`config.mk`:
```
export PLATFORM = sky130hd
export DESIGN_NAME = switch_diag_and_sense_ctrl
export DESIGN_NICKNAME = d
export VERILOG_FILES = /design/src/core/switch_diag_pkg.sv /design/src/core/switch_diag_and_sense_ctrl.sv
export VERILOG_INCLUDE_DIRS = /design/src /design/src/core
export SDC_FILE = /design/constraint.sdc
export NUM_CORES = 1
export LEC_CHECK = 0
export BUFFER_PORTS_ARGS = -buffer_cell sky130_fd_sc_hd__buf_2
export CAP_MARGIN = 20
export CORE_ASPECT_RATIO = 1.2
export CORE_MARGIN = 3
export CORE_UTILIZATION = 40
export DETAILED_ROUTE_END_ITERATION = 7
export HOLD_SLACK_MARGIN = 0.06
export PLACE_DENSITY = 0.56
export SLEW_MARGIN = 20
export SYNTH_ARGS = -nofsm -noshare
export SYNTH_HDL_FRONTEND = slang
export SYNTH_SLANG_ARGS = --single-unit
```
`constraint.sdc`:
```
create_clock -name core_clk -period 6.06 [get_ports core_clk]
set_input_delay 1.818 -clock core_clk [delete_from_list [all_inputs] [get_ports core_clk]]
set_output_delay 1.818 -clock core_clk [all_outputs]
set_load 0.01 [all_outputs]
```
`src/core/switch_diag_map.svh`:
```
// Purpose: offsets, field positions, reset values and timing counts
// Assumes: apb byte addressing, one 32-bit word per register
// Notes: included by the design file
`ifndef SWITCH_DIAG_MAP_SVH
`define SWITCH_DIAG_MAP_SVH

`define ADDR_FAULT 12'h000
`define ADDR_CHCFG 12'h004
`define ADDR_GENCFG 12'h008
`define ADDR_OCCFG 12'h00C
`define ADDR_STATE 12'h010

// fault_register fields, channel 1 at +4
`define FLT_OPEN_LOAD_ON_FLAG 0
`define FLT_OLOFF 1
`define FLT_OS 2
`define FLT_CH1 4

// channel_config_register fields, channel 1 at +16
`define CFG_DIR_DIS 5
`define CFG_OS_DIS 6
`define CFG_OLOFF_DIS 7
`define CFG_OPEN_LOAD_ON_FLAG_DIS 8
`define CFG_FAST_SLEW 9
`define CFG_INT_PWM 10
`define CFG_MOTOR 11
`define CFG_CH1 16

// general_config_register fields
`define GEN_SEL0 0
`define GEN_SEL1 1
`define GEN_TH 2

// overcurrent_config_register fields
`define OC_LOW_RATIO 0

`define CHCFG_RST 32'h0000_0000
`define GENCFG_RST 32'h0000_0000
`define OCCFG_RST 32'h0000_0000

// periodic open-load check interval
`define OLLED_MS 150
`define CLK_MHZ 250
`define OLLED_CYC (`OLLED_MS * 1000 * `CLK_MHZ)

`endif

```
`src/core/switch_diag_pkg.sv`:
```
// Purpose: shared types of the diagnostic block
// Assumes: nothing
// Notes: constants live in switch_diag_map.svh
package switch_diag_pkg;
	typedef enum logic [1:0] {
		SENSE_OFF,
		SENSE_CH0,
		SENSE_CH1,
		SENSE_TEMP
	} sense_src_t;
endpackage : switch_diag_pkg

```
`src/core/switch_diag_and_sense_ctrl.sv`:
```
// Purpose: diagnostic flags, duration counter clears and sense control for two channels
// Assumes: analog comparators and channel state arrive as pins, synchronised here
// Notes: apb slave, no wait states
//
// Summary of operation
// - lighting profile: clear duration counter each retry
// - motor: clear at first clean period turn-off
// - diagnostics set flags, never switch off
// - disable bits D8..D6 suppress each diagnostic
// - short check only when off, pin low
// - short flag sticky until fault read
// - off open-load each off period, pin follows
// - on open-load: pin low in high ratio only, flag set, stays on
// - high ratio: read clears open-load-on conditionally
// - low ratio: periodic check, fast slew only
// - internal pwm: check after 150 ms turn-off
// - direct input: check every turn-off
// - low ratio: clear after fault-free check read
// - two select bits choose sense source
// - over-current window: sense off, sync high
// - mode bit: synchronous or track-and-hold
// - ratio bit selects ratio, lowers thresholds
// - synchronous: sync low once settled till off
// - track-and-hold: sample and sync high at off
`timescale 1ns/10ps
`include "switch_diag_map.svh"

module switch_diag_and_sense_ctrl #(
	parameter int unsigned OLLED_CYCLES = `OLLED_CYC
) (
	// clock and reset
	input wire logic core_clk,
	input wire logic arst_n,
	// apb slave
	input wire logic psel,
	input wire logic penable,
	input wire logic pwrite,
	input wire logic [11:0] paddr,
	input wire logic [31:0] pwdata,
	output logic [31:0] prdata,
	output logic pready,
	output logic pslverr,
	// per-channel state from the power stage, asynchronous
	input wire logic [1:0] chan_on,
	input wire logic [1:0] retry_pulse,
	input wire logic [1:0] oc_seen,
	input wire logic [1:0] oc_window,
	input wire logic [1:0] sense_settled,
	// comparator outputs, asynchronous
	input wire logic [1:0] open_load_on_det,
	input wire logic [1:0] open_load_off_det,
	input wire logic [1:0] short_det,
	// outputs
	output logic [1:0] oc_count_clear,
	output logic [1:0] low_threshold,
	output logic [1:0] ol_on_check,
	output logic [1:0] sense_src,
	output logic sense_enable,
	output logic sense_hold,
	output logic sense_valid_out_n,
	output logic fault_status_pin_n
);

	////////////////////////////////////////////////////////////////////////////
	// input synchronisers
	localparam int NIN = 16;
	logic [NIN-1:0] raw;
	logic [NIN-1:0] sy1_q;
	logic [NIN-1:0] sy2_q;
	assign raw = {short_det, open_load_off_det, open_load_on_det, sense_settled,
		oc_window, oc_seen, retry_pulse, chan_on};
	always_ff @(posedge core_clk or negedge arst_n) begin
		if (!arst_n) begin
			sy1_q <= 16'h0000;
			sy2_q <= 16'h0000;
		end else begin
			sy1_q <= raw;
			sy2_q <= sy1_q;
		end
	end
	wire [1:0] on_s = sy2_q[1:0];
	wire [1:0] retry_s = sy2_q[3:2];
	wire [1:0] ocs_s = sy2_q[5:4];
	wire [1:0] ocw_s = sy2_q[7:6];
	wire [1:0] settled_s = sy2_q[9:8];
	wire [1:0] open_load_on_flag_s = sy2_q[11:10];
	wire [1:0] oloff_s = sy2_q[13:12];
	wire [1:0] short_s = sy2_q[15:14];

	////////////////////////////////////////////////////////////////////////////
	// apb decode
	logic [31:0] chcfg_q;
	logic [31:0] gencfg_q;
	logic [31:0] occfg_q;
	logic [7:0] fault_q;
	logic [1:0] on_q;
	logic rd_done_q;
	wire acc = psel && penable;
	wire wr = acc && pwrite;
	wire rd = acc && !pwrite;
	wire hit_fault = paddr == `ADDR_FAULT;
	wire hit_chcfg = paddr == `ADDR_CHCFG;
	wire hit_gencfg = paddr == `ADDR_GENCFG;
	wire hit_occfg = paddr == `ADDR_OCCFG;
	wire hit_state = paddr == `ADDR_STATE;
	wire mapped = hit_fault || hit_chcfg || hit_gencfg || hit_occfg || hit_state;
	wire fault_read = rd && hit_fault;
	wire [31:0] state_word = {16'h0000, 2'b00, ocw_s, 2'b00, on_q, 8'h00};
	wire [31:0] rd_mux = hit_fault ? {24'h000000, fault_q} :
		hit_chcfg ? chcfg_q :
		hit_gencfg ? gencfg_q :
		hit_occfg ? occfg_q :
		hit_state ? state_word : 32'h0000_0000;
	assign pready = 1'b1;
	assign pslverr = acc && !mapped;

	always_ff @(posedge core_clk or negedge arst_n) begin
		if (!arst_n) begin
			prdata <= 32'h0000_0000;
			chcfg_q <= `CHCFG_RST;
			gencfg_q <= `GENCFG_RST;
			occfg_q <= `OCCFG_RST;
		end else begin
			if (psel && !penable && !pwrite)
				prdata <= rd_mux;
			if (wr && hit_chcfg)
				chcfg_q <= pwdata;
			if (wr && hit_gencfg)
				gencfg_q <= pwdata;
			if (wr && hit_occfg)
				occfg_q <= pwdata;
		end
	end

	////////////////////////////////////////////////////////////////////////////
	// shared config decode
	function automatic logic cfg_bit(input logic [31:0] c, input int ch, input int pos);
		cfg_bit = c[ch * `CFG_CH1 + pos];
	endfunction : cfg_bit

	wire low_ratio = occfg_q[`OC_LOW_RATIO];
	wire th_mode = gencfg_q[`GEN_TH];
	assign low_threshold = {low_ratio, low_ratio};

	////////////////////////////////////////////////////////////////////////////
	// per-channel diagnostics
	logic [1:0] off_edge;
	logic [1:0] on_edge;
	logic [1:0] chk_q;
	logic [1:0] chk_clean_q;
	logic [1:0] period_oc_q;
	logic [31:0] olled_cnt_q [2];
	logic [1:0] pin_fault;
	logic [7:0] fault_set;
	logic [7:0] fault_clr;

	always_ff @(posedge core_clk or negedge arst_n) begin
		if (!arst_n)
			on_q <= 2'b00;
		else
			on_q <= on_s;
	end
	assign off_edge = on_q & ~on_s;
	assign on_edge = ~on_q & on_s;

	for (genvar c = 0; c < 2; c++) begin : g_ch
		logic full_on_q;
		wire dis_open_load_on_flag = cfg_bit(chcfg_q, c, `CFG_OPEN_LOAD_ON_FLAG_DIS);
		wire dis_oloff = cfg_bit(chcfg_q, c, `CFG_OLOFF_DIS);
		wire dis_os = cfg_bit(chcfg_q, c, `CFG_OS_DIS);
		wire fast = cfg_bit(chcfg_q, c, `CFG_FAST_SLEW);
		wire int_pwm = cfg_bit(chcfg_q, c, `CFG_INT_PWM) || cfg_bit(chcfg_q, c, `CFG_DIR_DIS);
		wire motor = cfg_bit(chcfg_q, c, `CFG_MOTOR);
		wire timer_done = olled_cnt_q[c] >= OLLED_CYCLES - 1;
		// low ratio periodic check instant
		wire chk_int = int_pwm && timer_done && (off_edge[c] || (on_s[c] && full_on_q));
		wire chk_dir = !int_pwm && off_edge[c];
		wire chk_now = low_ratio && fast && (chk_int || chk_dir) && !dis_open_load_on_flag;
		wire os_hit = !on_s[c] && short_s[c] && !dis_os;
		wire oloff_hit = !on_s[c] && oloff_s[c] && !dis_oloff;
		wire open_load_on_flag_hit = !dis_open_load_on_flag && open_load_on_flag_s[c] && (low_ratio ? chk_now : on_s[c]);
		assign ol_on_check[c] = chk_q[c];
		assign pin_fault[c] = os_hit || oloff_hit || (!dis_open_load_on_flag && on_s[c] && open_load_on_flag_s[c]
			&& !low_ratio);
		assign fault_set[c*`FLT_CH1 + `FLT_OPEN_LOAD_ON_FLAG] = open_load_on_flag_hit;
		assign fault_set[c*`FLT_CH1 + `FLT_OLOFF] = oloff_hit;
		assign fault_set[c*`FLT_CH1 + `FLT_OS] = os_hit;
		assign fault_set[c*`FLT_CH1 + 3] = 1'b0;
		// open-load-on clear conditions
		wire open_load_on_flag_clr_hi = !on_s[c] || !open_load_on_flag_s[c];
		wire open_load_on_flag_clr = low_ratio ? chk_clean_q[c] : open_load_on_flag_clr_hi;
		assign fault_clr[c*`FLT_CH1 + `FLT_OPEN_LOAD_ON_FLAG] = open_load_on_flag_clr;
		assign fault_clr[c*`FLT_CH1 + `FLT_OLOFF] = 1'b1;
		assign fault_clr[c*`FLT_CH1 + `FLT_OS] = 1'b1;
		assign fault_clr[c*`FLT_CH1 + 3] = 1'b1;
		// lighting: every retry; motor: first clean period turn-off
		assign oc_count_clear[c] = motor ? (off_edge[c] && !period_oc_q[c] && !ocs_s[c])
			: retry_s[c];

		always_ff @(posedge core_clk or negedge arst_n) begin
			if (!arst_n) begin
				olled_cnt_q[c] <= 32'h0000_0000;
				chk_q[c] <= 1'b0;
				full_on_q <= 1'b1;
				chk_clean_q[c] <= 1'b0;
				period_oc_q[c] <= 1'b0;
			end else begin
				olled_cnt_q[c] <= chk_now ? 32'h0000_0000 :
					(timer_done ? olled_cnt_q[c] : olled_cnt_q[c] + 32'h0000_0001);
				chk_q[c] <= chk_now;
				if (chk_now)
					chk_clean_q[c] <= !open_load_on_flag_s[c];
				else if (rd_done_q)
					chk_clean_q[c] <= 1'b0;
				if (chk_now)
					full_on_q <= 1'b1;
				else if (off_edge[c])
					full_on_q <= 1'b0;
				if (on_edge[c])
					period_oc_q[c] <= ocs_s[c];
				else if (ocs_s[c])
					period_oc_q[c] <= 1'b1;
			end
		end
	end

	////////////////////////////////////////////////////////////////////////////
	// sticky flags and fault pin; no automatic turn-off anywhere
	always_ff @(posedge core_clk or negedge arst_n) begin
		if (!arst_n) begin
			fault_q <= 8'h00;
			rd_done_q <= 1'b0;
			fault_status_pin_n <= 1'b1;
		end else begin
			rd_done_q <= fault_read;
			fault_q <= fault_set | (fault_q & ~(fault_clr & prdata[7:0] & {8{rd_done_q}}));
			fault_status_pin_n <= ~|pin_fault;
		end
	end

	////////////////////////////////////////////////////////////////////////////
	// sense source, mode and sync
	logic sel_ch;
	logic sync_n_q;
	logic hold_q;
	wire [1:0] sel_bits = {gencfg_q[`GEN_SEL1], gencfg_q[`GEN_SEL0]};
	wire any_ocw = |ocw_s;
	assign sel_ch = sel_bits == 2'b10;
	wire sel_on = sel_ch ? on_s[1] : on_s[0];
	wire sel_settled = sel_ch ? settled_s[1] : settled_s[0];
	wire sel_off_edge = sel_ch ? off_edge[1] : off_edge[0];
	wire sel_is_chan = sel_bits == 2'b01 || sel_bits == 2'b10;

	always_ff @(posedge core_clk or negedge arst_n) begin
		if (!arst_n) begin
			sense_src <= switch_diag_pkg::SENSE_OFF;
			sense_enable <= 1'b0;
			sync_n_q <= 1'b1;
			hold_q <= 1'b0;
		end else begin
			sense_src <= sel_bits;
			sense_enable <= sel_bits != 2'b00 && !any_ocw;
			if (any_ocw || !sel_is_chan)
				sync_n_q <= 1'b1;
			else if (sel_on && sel_settled)
				sync_n_q <= 1'b0;
			else if (!sel_on || sel_off_edge)
				sync_n_q <= 1'b1;
			if (!th_mode || sel_on)
				hold_q <= 1'b0;
			else if (sel_off_edge)
				hold_q <= 1'b1;
		end
	end
	assign sense_valid_out_n = sync_n_q;
	assign sense_hold = hold_q;

endmodule : switch_diag_and_sense_ctrl

```
======== After elaboration in Yosys (flattened, before gate mapping) ========
Index checks and enable logic that the tools add are counted.
Widths: inputs -> output; s select.
cells by class
  add/subtract/negate cells ............... 2
  order comparisons ....................... 2
  eq/ne operators ......................... 8
  mux-type cells .......................... 34
  bitwise gates (word level) .............. 9
  reductions and logical operators ........ 105
operators by type and width
  kind                   number
  $mux 32                8
  $add 32x1->32 const B  2
  $ge 32x26->1 const B   2
  $logic_and 1x1->1      48
  $logic_not 1->1        25
  $mux 1                 25
  $and 8x8->8            3
  $eq 12x4->1 const B    2
  $logic_or 1x1->1       20
  $reduce_bool 2->1      8
  $mux 14                1
  $eq 12x3->1 const B    1
  $eq 12x5->1 const B    1
  $logic_not 12->1       1
  $not 8->8              1
  $or 7x8->8             1
  $and 2x2->2            2
  $ne 2x1->1 const B     2
  $not 2->2              2
  $reduce_or 2->1        2
  $reduce_bool 3->1      1
  $eq 2x1->1 const B     1
  $eq 2x2->1 const B     1
storage, ports and cells
  flip-flop bits (word level) ............. 249
  bits of input ports ..................... 65
  output and inout bits ................... 46
  word-level logic and storage cells ...... 184

======== Longest topological paths before layout ========
Gate-level depths: netlist of the first run.
  depth after elaboration ................. 10
  mapped depth ............................ 8
  gate-level depth less buffers ........... 7

======== Least setup slack after synthesis of the first run ========
Ideal clock, no wire load.
  path type ............................... input-to-output
  from .................................... input paddr[3]
  to ...................................... output pslverr
  arrival time ............................ 3107 ps
  data required time ...................... 4242 ps
  slack ................................... 1135 ps
  cell stages on the path ................. 5
  buffers on the path ..................... 3
  cell sequence ........................... clkbuf_1 -> clkbuf_1 -> clkbuf_1 -> o21ai_0 -> a21oi_1
between the ends
  cells in the longest elaborated chain, start to end .. 7
  elaborated cells on any way between the ends .. 11
  classes of those cells .................. eq/ne (4); reduce/logical (7)
ends and longest elaborated chain
  item                                                              RTL line                           text
  start: declaration                                                switch_diag_and_sense_ctrl.sv:38   input wire logic [11:0] paddr,
  $eq 12x3->1 (no source line) or $logic_not 12->1 (tied branches)  -
  $logic_or 1x1->1 (3 in a row)                                     switch_diag_and_sense_ctrl.sv:106  wire mapped = hit_fault || hit_chcfg || hit_gencfg || hit_occfg || hit_state;
  $logic_or 1x1->1 (*)                                              switch_diag_and_sense_ctrl.sv:106
  $logic_not 1->1 (*)                                               switch_diag_and_sense_ctrl.sv:115  assign pslverr = acc && !mapped;
  $logic_and 1x1->1 (*)                                             switch_diag_and_sense_ctrl.sv:115
  end: declaration                                                  switch_diag_and_sense_ctrl.sv:42   output logic pslverr,
Mark *: on every way between the ends. The rest lies on a longest branch, timed or not.

======== Worst setup path after layout of the first run ========
  from .................................... input paddr[10]
  to ...................................... output pslverr
The elaborated chain is that of the path after synthesis.

==> impl_results.md, run 1 <==
- Mapped Nets: roughly 950
- Max-cap violation count: 0
- PwrDens: ~270 mW/mm²
- Vias in the first global route: 7,385
- Synth cell count leaders: dfrtp_1 (245), mux2_2 (121), nand2_1 (54), o21ai_0 (52), nor2_1 (42)
- Critical-path cell list: buf_2 > nor4_1 > nand3_1 > inv_1 > a21oi_1 > buf_2
- H-Tree Depth: 1
- Layout cell share with drive strength beyond 1: 0.320
- Total CTS buffers: 27
- Setup Fix Bufs, Post-CTS: 0
- I/O pin cnt: 111
- Die X-Extent: 156 µm
- Cell taking the most area after synthesis: dfrtp_1
- Top post-synthesis cells by area: dfrtp_1 (57%), mux2_2 (13%), o21ai_0 (2.4%), nand2_1 (1.9%), mux4_2 (1.7%)
- Clock skew: 9.84 ps
- Num rows: 65
- Largest net degree at the start of global routing: 121
- Core area: between 0.02 and 0.03 mm²
- Vias: 7,284
- RSZ-0062 raised after global routing: false
- P_leak: about 6 nW
- Diodes inserted: 0
- Top-count cell post-synth: dfrtp_1
- Worst r2r dst: olled_cnt_q[58]
- Peak supply drop: 0.000200 V
- Min cycle time layout: between 4000 and 5000 ps
- Post-synthesis sequential area ratio: 0.577
- First-pass GRT wire length: 40,100 µm
- Post-Route WL: 24,600 µm
- Final core utilization: 0.476
- Critical Path Source Type: primary input
- Crit path max fanout: 4
- CTS tree: built
- Slew headroom: 0.347
- Yosys warns: 0
- Run status: completed
- Yosys reg bits: 249
- Hold Crit Depth: 0
- Initial antenna violation count: 2
- Clk sink count: between 200 and 250
- Final period util: 0.742
- Resize count post-CTS: 0
- CTS Root Buffer Type: clkbuf_16
- Critical-path top delay cell: nor4_1
- Slowest stage delay, CP: 260 ps
- Most common cell on crit path: buf_2
- Gr usage total: 0.171
- Hpwl dp: 16,000 µm
- Die ar.: approximately 0.029 mm²
- Max clock buf depth: 3
- Placer congestion estimate: 0.743
- Vias per cell: 5.43
- HP Class: register to register
- Top-area cell type share of the netlist area: 0.568
- HP Start: sy1_q[2]
- Synth-to-layout area growth: 16.5%
- CP arrival: 2680 ps
- R2r startpoint: olled_cnt_q[32]
- Drt first pass iters: 4
- Antenna Nets Post-Route: 0
- Final-report hold violation count: 0
- Nets: 1,058
- Port Buffers: between 100 and 150
- Buf+Inv Stages, Crit Path: 3
- Drt drc: 0
- Syn Area/Cell: 12.3 µm²
- Detail-routed net length per standard cell: 18.3 µm
- Clk pin slew, worst setup/hold paths: 60 ps
- Finished Cell Area: between 0.01 and 0.015 mm²
- Initial drt markers: 370
- Starting Density: 0.409
- Gr ovfl total: 0
- Setup-failing EPs final: 0
- # hold bufs at CTS: 0
- Critical path class: primary input to primary output
- Distinct cell type count after synthesis: 66
- Mapped Area: 0.0108 mm²
- Flop2flop setup slack: 3370 ps
- Least-Margin Pin Slew: 973 ps
- Chip Height: 186 µm
- Clk_lat worst skew: 530 ps
- Hold EP: sy2_q[2]
- Post-Route Setup TNS: 0 ps
- FMAX: approximately 220 MHz
- Synthesized instance count: 878
- Fillers: 2,384
- Crit-path leading delay family: simple AND/OR/NAND/NOR gates
- FFs w/ async S/R, synth: 1.00
- Worst EP required: 4240 ps
- Worst reg2reg path depth: 8
- Max-slew violation count: 0
- Crit end category: primary output
- Ys flop type: dfrtp_1
- Placed inst area: between 0.01 and 0.015 mm²
- Post-synth EDFFs: 0
-- worst max path at each step --
| stage | startpoint | end | slack [ps] | cells past startpoint |
|---|---|---|---|---|
| after detailed placement | paddr[10] | occfg_q[11] | 1550 | 8 |
| after global routing | paddr[10] | pslverr | 1370 | 6 |
| final | paddr[10] | pslverr | 1560 | 6 |
| after global placement | paddr[10] | pslverr | 1560 | 6 |
| after floorplan | paddr[3] | pslverr | 1130 | 5 |
| after CTS | paddr[10] | pslverr | 1550 | 6 |
-- placed cells by master, fill, tap and decap left out, drive strengths merged, types with 4 or more instances in the layout --
master | synthesis | layout
mux2i | 11 | 11
xor2 | 18 | 18
o21ai | 52 | 52
nand3 | 23 | 23
nand4 | 26 | 26
o31ai | 4 | 4
nor4 | 10 | 10
dfrtp | 245 | 245
dfstp | 4 | 4
nor2 | 43 | 43
nand2 | 55 | 55
nor3b | 5 | 5
a31oi | 4 | 4
or3 | 24 | 24
inv | 17 | 17
mux4 | 8 | 8
o2111ai | 4 | 4
a21oi | 29 | 29
buf | 23 | 123
nand2b | 11 | 11
clkinv | 0 | 4
clkbuf | 18 | 37
a21o | 4 | 4
and3 | 9 | 9
o211ai | 5 | 5
ha | 4 | 4
nor2b | 11 | 11
a22oi | 22 | 22
nor3 | 22 | 22
mux2 | 121 | 121
a22o | 12 | 12
-- registers in the layout, indices dropped and copies added, names as in the netlist --
signal and count:
period_oc_q 2, chcfg_q 32, prdata 32, gencfg_q 32, sense_enable 1, sense_valid_out_n 1
rd_done_q 1, sy1_q 16, sense_src 2, occfg_q 32, olled_cnt_q 64, g_ch.full_on_q 2
chk_clean_q 2, sy2_q 16, sense_hold 1, fault_q 8, fault_status_pin_n 1, on_q 2
ol_on_check 2
-- layout make-up --
type | instances | area [µm²] | share of cell area
Multi-Input combinational cell | 571 | 4310 | 0.343
Inverter | 17 | 63.8 | 0.00507
Timing Repair Buffer | 123 | 673 | 0.0535
Sequential cell | 249 | 6240 | 0.496
Clock inverter | 9 | 103 | 0.00815
Clock buffer | 37 | 773 | 0.0615
Tap cell | 335 | 419 | 0.0333
-- worst reg2reg max path, stage by stage, from the launching register on --
cell	delay (ps)
dfrtp_1	390
ha_1	210
nand4_1	110
a2111oi_0	530
o2111ai_1	190
buf_4	220
a31oi_2	310
buf_4	400
o21ba_2	220
-- routing by layer --
metal / share of wire / global-route usage / up-vias
met3: 0.037 / 0.0265 / 39
met5: 0.00098 / 0 / -
li1: - / - / 3426
met1: 0.45 / 0.230 / 3689
met4: 0.021 / 0.0382 / 4
met2: 0.50 / 0.293 / 126
-- report_power, final --
group,switching (mW),internal (mW),leakage (nW)
clock network,0.653,0.969,0.425
registers,0.00851,1.68,3.32
logic,0.0755,0.0336,2.12
total,0.737,2.68,5.87
-- cell families after synthesis --
logic type                 share of synthesized area
muxes                                          0.153
and+or+nand+nor                                0.131
adders and majority gates                    0.00463
xor gates and xnor gates                      0.0170
AOI/OAI and AO/OA                             0.0915
buffers and inverters                         0.0248
DFF                                            0.577
other                                       0.000347
-- through the flow --
stage	cells	setup slack, ps	hold slack (ps)	power (mW)
global route	1341	1370	350	3.54
detailed placement	1295	1550	335	1.83
global placement	1295	1560	333	1.83
finish	1341	1560	346	3.42
floorplan	878	1130	331	1.75
CTS	1341	1550	348	3.46
Power figures use the tool's default switching activity.
==> inputs of run 2 (changes only) <==
--- a/config.mk
+++ b/config.mk
@@ -13,7 +13,7 @@
 export CORE_UTILIZATION = 40
 export DETAILED_ROUTE_END_ITERATION = 7
 export HOLD_SLACK_MARGIN = 0.06
-export PLACE_DENSITY = 0.56
+export PLACE_DENSITY = 0.58
 export SLEW_MARGIN = 20
 export SYNTH_ARGS = -nofsm -noshare
 export SYNTH_HDL_FRONTEND = slang
==> constraint.sdc (replaced) <==
create_clock -name core_clk -period 3.75 [get_ports core_clk]
set_input_delay 1.125 -clock core_clk [delete_from_list [all_inputs] [get_ports core_clk]]
set_output_delay 1.125 -clock core_clk [all_outputs]
set_load 0.01 [all_outputs]
==> run 2 against run 1 <==
Net effect:
- critical path type is now register to primary output
- die area unchanged
- combinational power up 67%
- non-clock buffer count up 10
- largest cell class unchanged
- total power up 67%
==> impl_results.md, run 2 (same netlist as run 1, synthesis figures left out) <==
- Critical-path cell list: nand2b_1 > nor3_1 > mux2_2 > buf_2
- Chip Height: 186 µm (unchanged)
- Port Buffers: 109 (unchanged)
- Finished Cell Area: 0.0127 mm² (+1.3%)
- Commonest cells after routing, fill and taps aside: dfrtp_1 (245), mux2_2 (121), buf_2 (108)
- FMAX: 318 MHz
- Layout cell share with drive strength beyond 1: 0.327 (+0.00703)
- Antenna Nets Post-Route: 0 (unchanged)
- Flop2flop setup slack: 970 ps (-2400 ps)
- PwrDens: 447 mW/mm² (+65%)
- Synth-to-layout area growth: 18.0%
- Post-Route Setup TNS: 0 ps (unchanged)
- Placer congestion estimate: 0.787 (+5.9%)
- Detail-routed net length per standard cell: 18.0 µm (-1.6%)
- Critical-path top delay cell: dfrtp_1
- Critical Path Source: sy2_q[1]
- Peak supply drop: 0.000369 V (+85%)
- RSZ-0062 raised after global routing: false
- Gr usage total: 0.171 (-0.000207)
- Max-slew violation count: 0 (unchanged)
- Slowest stage delay, CP: 540 ps (+280 ps)
- Worst Setup EP: oc_count_clear[1]
- Max reg flops: 64 (unchanged)
- Initial drt markers: 312 (-16%)
- Critical Path Source Type: register
- Resize count post-CTS: 0 (unchanged)
- Run status: completed
- Starting Density: 0.409 (unchanged)
- Clk_lat worst skew: 520 ps (about the same)
- Vias: 7,313 (+0.40%)
- Worst reg2reg path depth: 7 (-1)
- Hpwl dp: 16,700 µm (+4.4%)
- CTS tree: built
- Crit path max fanout: 9 (+5)
- I/O pin cnt: 111 (unchanged)
- Setup-failing EPs final: 0 (unchanged)
- Slew headroom: 0.424 (+0.0776)
- H-Tree Depth: 1 (unchanged)
- Worst EP required: 2620 ps (-1620 ps)
- Min cycle time layout: between 3000 and 4000 ps
- Least-Margin Pin Slew: 862 ps (-111 ps)
- HP Class: register to register
- Clk sink count: 249 (unchanged)
- Nets: 1,067 (+0.85%)
- CP arrival: 2020 ps (-660 ps)
- Final-report hold violation count: 0 (unchanged)
- Vias in the first global route: 7,565 (+2.4%)
- Crit end category: primary output
- Vias per cell: 5.41 (-0.49%)
- Drt first pass iters: 5 (+1)
- Final period util: 0.838
- Commonest non-fill, non-tap cell in the layout: dfrtp_1
- Setup Fix Bufs, Post-CTS: 0 (unchanged)
- Gr ovfl total: 0 (unchanged)
- Total CTS buffers: 26 (-3.7%)
- Die X-Extent: 156 µm (unchanged)
- Initial antenna violation count: 2 (unchanged)
- Placed inst area: 0.0118 mm² (+0.86%)
- Num rows: 65 (unchanged)
- Core area: 0.0264 mm² (unchanged)
- Drt drc: 0 (unchanged)
- R2r startpoint: olled_cnt_q[32]
- Clock skew: 9.22 ps (-0.620 ps)
- CTS Root Buffer Type: clkbuf_16
- Die ar.: 0.0290 mm² (unchanged)
- P_leak: 5.97 nW (+1.7%)
- Max-cap violation count: 0 (unchanged)
- # hold bufs at CTS: 0 (unchanged)
- Largest register by flop count: olled_cnt_q
- Hold Slack: 341 ps (-5.06 ps)
- Worst r2r dst: olled_cnt_q[58]
- First-pass GRT wire length: 40,100 µm (about the same)
- Post-Route WL: 24,400 µm (-0.68%)
- Diodes inserted: 0 (unchanged)
- Clk pin slew, worst setup/hold paths: 70 ps (about the same)
- Largest net degree at the start of global routing: 81 (-33%)
- Critical path class: register to primary output
- Max clock buf depth: 3 (unchanged)
[run 2: changes by cell type in the layout (fill, tap and decap cells not counted), moves of 2 or more]
cell	before	now
clkinv_2	4	6
clkinvlp_4	3	1
buf_4	13	21
bufinv_16	2	5
buf_12	1	3
clkbuf_8	6	4
[run 2: metrics by stage]
stage,util,setup slack [ps],instances,power (mW)
3_3_place_gp,0.447,493,1305,2.96
2_1_floorplan,-,211,878,2.82
4_1_cts,0.482,513,1353,5.78
5_1_grt,0.482,450,1353,5.91
3_5_place_dp,0.447,459,1305,2.96
6_report,0.482,606,1353,5.70
[run 2: worst min path at each step]
stage | depth (start not counted) | slack (ps) | end | start
after floorplan | 0 | 330 | sy2_q[0] | sy1_q[0]
after global placement | 0 | 330 | sy2_q[14] | sy1_q[14]
after detailed placement | 0 | 330 | sy2_q[13] | sy1_q[13]
after CTS | 0 | 340 | sy2_q[3] | sy1_q[3]
after global routing | 0 | 350 | sy2_q[3] | sy1_q[3]
final | 0 | 340 | sy2_q[3] | sy1_q[3]
[run 2: layout make-up]
class	instances	area, µm²
repair buffers	133	773
clock buffers	35	746
multi-input cells	571	4310
clock inverters	13	196
well taps	335	419
flip-flops and latches	249	6240
inverters	17	63.8
fillers	2369	13700
[run 2: critical path: cells and delay by family (launching register included)]
kind	cells	cell delay [ps]
simple gates	2	620
buf+inv	1	120
flops	1	540
mux	1	210
[run 2: metal layers]
layer  routed length (µm)  part of all wire  GRT usage
met2                11800              0.48      0.285
met4                  544             0.022     0.0466
met1                11100              0.46      0.231
met5                   21           0.00086          0
met3                  978             0.040     0.0298
[run 2: power breakdown]
group / internal, mW / switching (mW)
Combinational: 0.0598 / 0.122
Sequential: 2.71 / 0.0138
Clock: 1.74 / 1.05
Total: 4.51 / 1.19
==> inputs of run 3 (changes only) <==
--- a/config.mk
+++ b/config.mk
@@ -13,7 +13,7 @@
 export CORE_UTILIZATION = 40
 export DETAILED_ROUTE_END_ITERATION = 7
 export HOLD_SLACK_MARGIN = 0.06
-export PLACE_DENSITY = 0.58
+export PLACE_DENSITY = 0.56
 export SLEW_MARGIN = 20
 export SYNTH_ARGS = -nofsm -noshare
 export SYNTH_HDL_FRONTEND = slang
==> constraint.sdc (replaced) <==
create_clock -name core_clk -period 3.2 [get_ports core_clk]
set_input_delay 0.96 -clock core_clk [delete_from_list [all_inputs] [get_ports core_clk]]
set_output_delay 0.96 -clock core_clk [all_outputs]
set_load 0.01 [all_outputs]
==> run 3 against run 2 <==
Net effect:
- register-to-register slack worse by 260 ps
- count of clock-buffer cells in the layout increased by 2
- clock skew increased by 3.5 ps
- total power up 14%
- via count grew 0.40%
- largest power group is now registers
- core utilization up 0.062 points
- critical path depth stayed put
- largest cell class unchanged
- highest routed layer is now met4
- worst setup slack lost 300 ps
- first-iteration DRC count up 2.9%
- sequential power increased by 17%
- die area unchanged
- critical endpoint unchanged
- design area rose by 0.13%
==> impl_results.md, run 3 (same netlist as run 1, synthesis figures left out) <==
- Gr usage total: 0.177 (+0.00632)
- Largest net degree at the start of global routing: 71 (-12%)
- Clk pin slew, worst setup/hold paths: 60 ps (about the same)
- Least-Margin Pin Slew: 562 ps (-300 ps)
- FMAX: around 350 MHz
- CP arrival: 1930 ps (-90 ps)
- Hpwl dp: 17,200 µm (+3.2%)
- Finished Cell Area: 0.0128 mm² (+0.13%)
- CTS tree: built
- Die X-Extent: 156 µm (unchanged)
- Max clock buf depth: 3 (unchanged)
- Max-slew violation count: 0 (unchanged)
- Detail-routed net length per standard cell: 18.4 µm (+1.9%)
- Post-Route WL: 25,000 µm (+2.4%)
- Vias: 7,342 (+0.40%)
- Vias per cell: 5.40 (-0.12%)
- Placer congestion estimate: 0.757 (-3.8%)
- Die ar.: 0.0290 mm² (unchanged)
- First-pass GRT wire length: 41,400 µm (+3.3%)
- Antenna Nets Post-Route: 0 (unchanged)
- Post-Route Setup TNS: 0 ps (unchanged)
- Largest register by flop count: olled_cnt_q
- HP Start: sy1_q[13]
- # hold bufs at CTS: 0 (unchanged)
- Critical Path Source Type: register
- Clk_lat worst skew: 520 ps (about the same)
- Core area: 0.0264 mm² (unchanged)
- Critical Path Source: sy2_q[1]
- Chip Height: 186 µm (unchanged)
- Initial drt markers: 321 (+2.9%)
- Drt drc: 0 (unchanged)
- Diodes inserted: 0 (unchanged)
- CTS Root Buffer Type: clkbuf_16
- Commonest non-fill, non-tap cell in the layout: dfrtp_1
- Crit end category: primary output
- Crit path max fanout: 4 (-5)
- PwrDens: 508 mW/mm² (+14%)
- RSZ-0062 raised after global routing: false
- Port Buffers: 109 (unchanged)
- Max-cap violation count: 0 (unchanged)
- Layout cell share with drive strength beyond 1: 0.333 (+0.00557)
- Worst EP required: 2240 ps (-380 ps)
- Total CTS buffers: 26 (unchanged)
- HP Class: register to register
- R2r startpoint: olled_cnt_q[22]
- Max reg flops: 64 (unchanged)
- Critical path class: register to primary output
- Setup Fix Bufs, Post-CTS: 0 (unchanged)
- Peak supply drop: 0.000430 V (+17%)
- Fillers: 2,358 (-0.46%)
- Final period util: 0.904
- Drt first pass iters: 4 (-1)
- Final-report hold violation count: 0 (unchanged)
- Gr ovfl total: 0 (unchanged)
- Commonest cells after routing, fill and taps aside: dfrtp_1 (245), mux2_2 (121), buf_2 (108)
- Placed inst area: 0.0119 mm² (+0.61%)
- H-Tree Depth: 1 (unchanged)
- Num rows: 65 (unchanged)
- Resize count post-CTS: 0 (unchanged)
- Starting Density: 0.409 (unchanged)
- I/O pin cnt: 111 (unchanged)
- Min cycle time layout: 2890 ps
- Nets: 1,075 (+0.75%)
- Run status: completed
- Vias in the first global route: 7,715 (+2.0%)
- Setup-failing EPs final: 0 (unchanged)
- Clk sink count: 249 (unchanged)
- Initial antenna violation count: 0 (-2)
- Slew headroom: 0.625 (+0.201)
- P_leak: 5.98 nW (+0.28%)
- Synth-to-layout area growth: 18.2%
- Clock skew: 12.7 ps (+3.50 ps)
==> run 3: layer usage <==
| metal | up-vias | track usage | share of wire |
|---|---|---|---|
| li1 | 3449 | - | - |
| met1 | 3710 | 0.239 | 0.45 |
| met2 | 146 | 0.305 | 0.49 |
| met3 | 37 | 0.0244 | 0.041 |
| met4 | 0 | 0.0399 | 0.018 |
| met5 | - | 0 | 0 |
==> run 3: final timing paths <==
path | to | slack [ps] | cells after the start
worst min register to register | sy2_q[13] | 340 | 0
worst max-delay path | oc_count_clear[1] | 310 | 4
min in group asynchronous | olled_cnt_q[55] | 390 | 1
worst max register to register | olled_cnt_q[5] | 710 | 7
max in group asynchronous | prdata[18] | 2040 | 2
worst min-delay path | sy2_q[13] | 340 | 0
==> run 3: power by group <==
group	internal, mW	leakage (nW)	switching (mW)	total (mW)
Combinational	0.0716	2.22	0.149	0.221
Sequential	3.18	3.32	0.0131	3.19
Clock	1.86	0.442	1.22	3.08
==> run 3: critical path, stage by stage, from the launching register on <==
cell and delay (ps):
dfrtp_1 410, nand2b_1 290, nor3_1 370, mux2_2 230, buf_2 120
==> run 3: through the flow <==
| stage | worst slack (ps) | total power [mW] | utilization | std cells | hold WS [ps] |
|---|---|---|---|---|---|
| 4_1_cts | 208 | 6.57 | 0.483 | 1360 | 346 |
| 3_3_place_gp | 188 | 3.47 | 0.449 | 1313 | 331 |
| 6_report | 308 | 6.49 | 0.483 | 1360 | 345 |
| 3_5_place_dp | 146 | 3.47 | 0.449 | 1313 | 336 |
| 5_1_grt | 222 | 6.73 | 0.483 | 1360 | 356 |
| 2_1_floorplan | 75.8 | 3.31 | - | 878 | 331 |
==> run 3: area by class of cell <==
| type | instances | area (µm²) | area share |
|---|---|---|---|
| clock buffer | 37 | 783 | 0.0614 |
| clock inverter | 10 | 103 | 0.00804 |
| inverter | 17 | 63.8 | 0.00500 |
| multi-input combinational | 571 | 4310 | 0.338 |
| sequential | 249 | 6240 | 0.489 |
| tap | 335 | 419 | 0.0328 |
| timing repair buffer | 141 | 846 | 0.0663 |
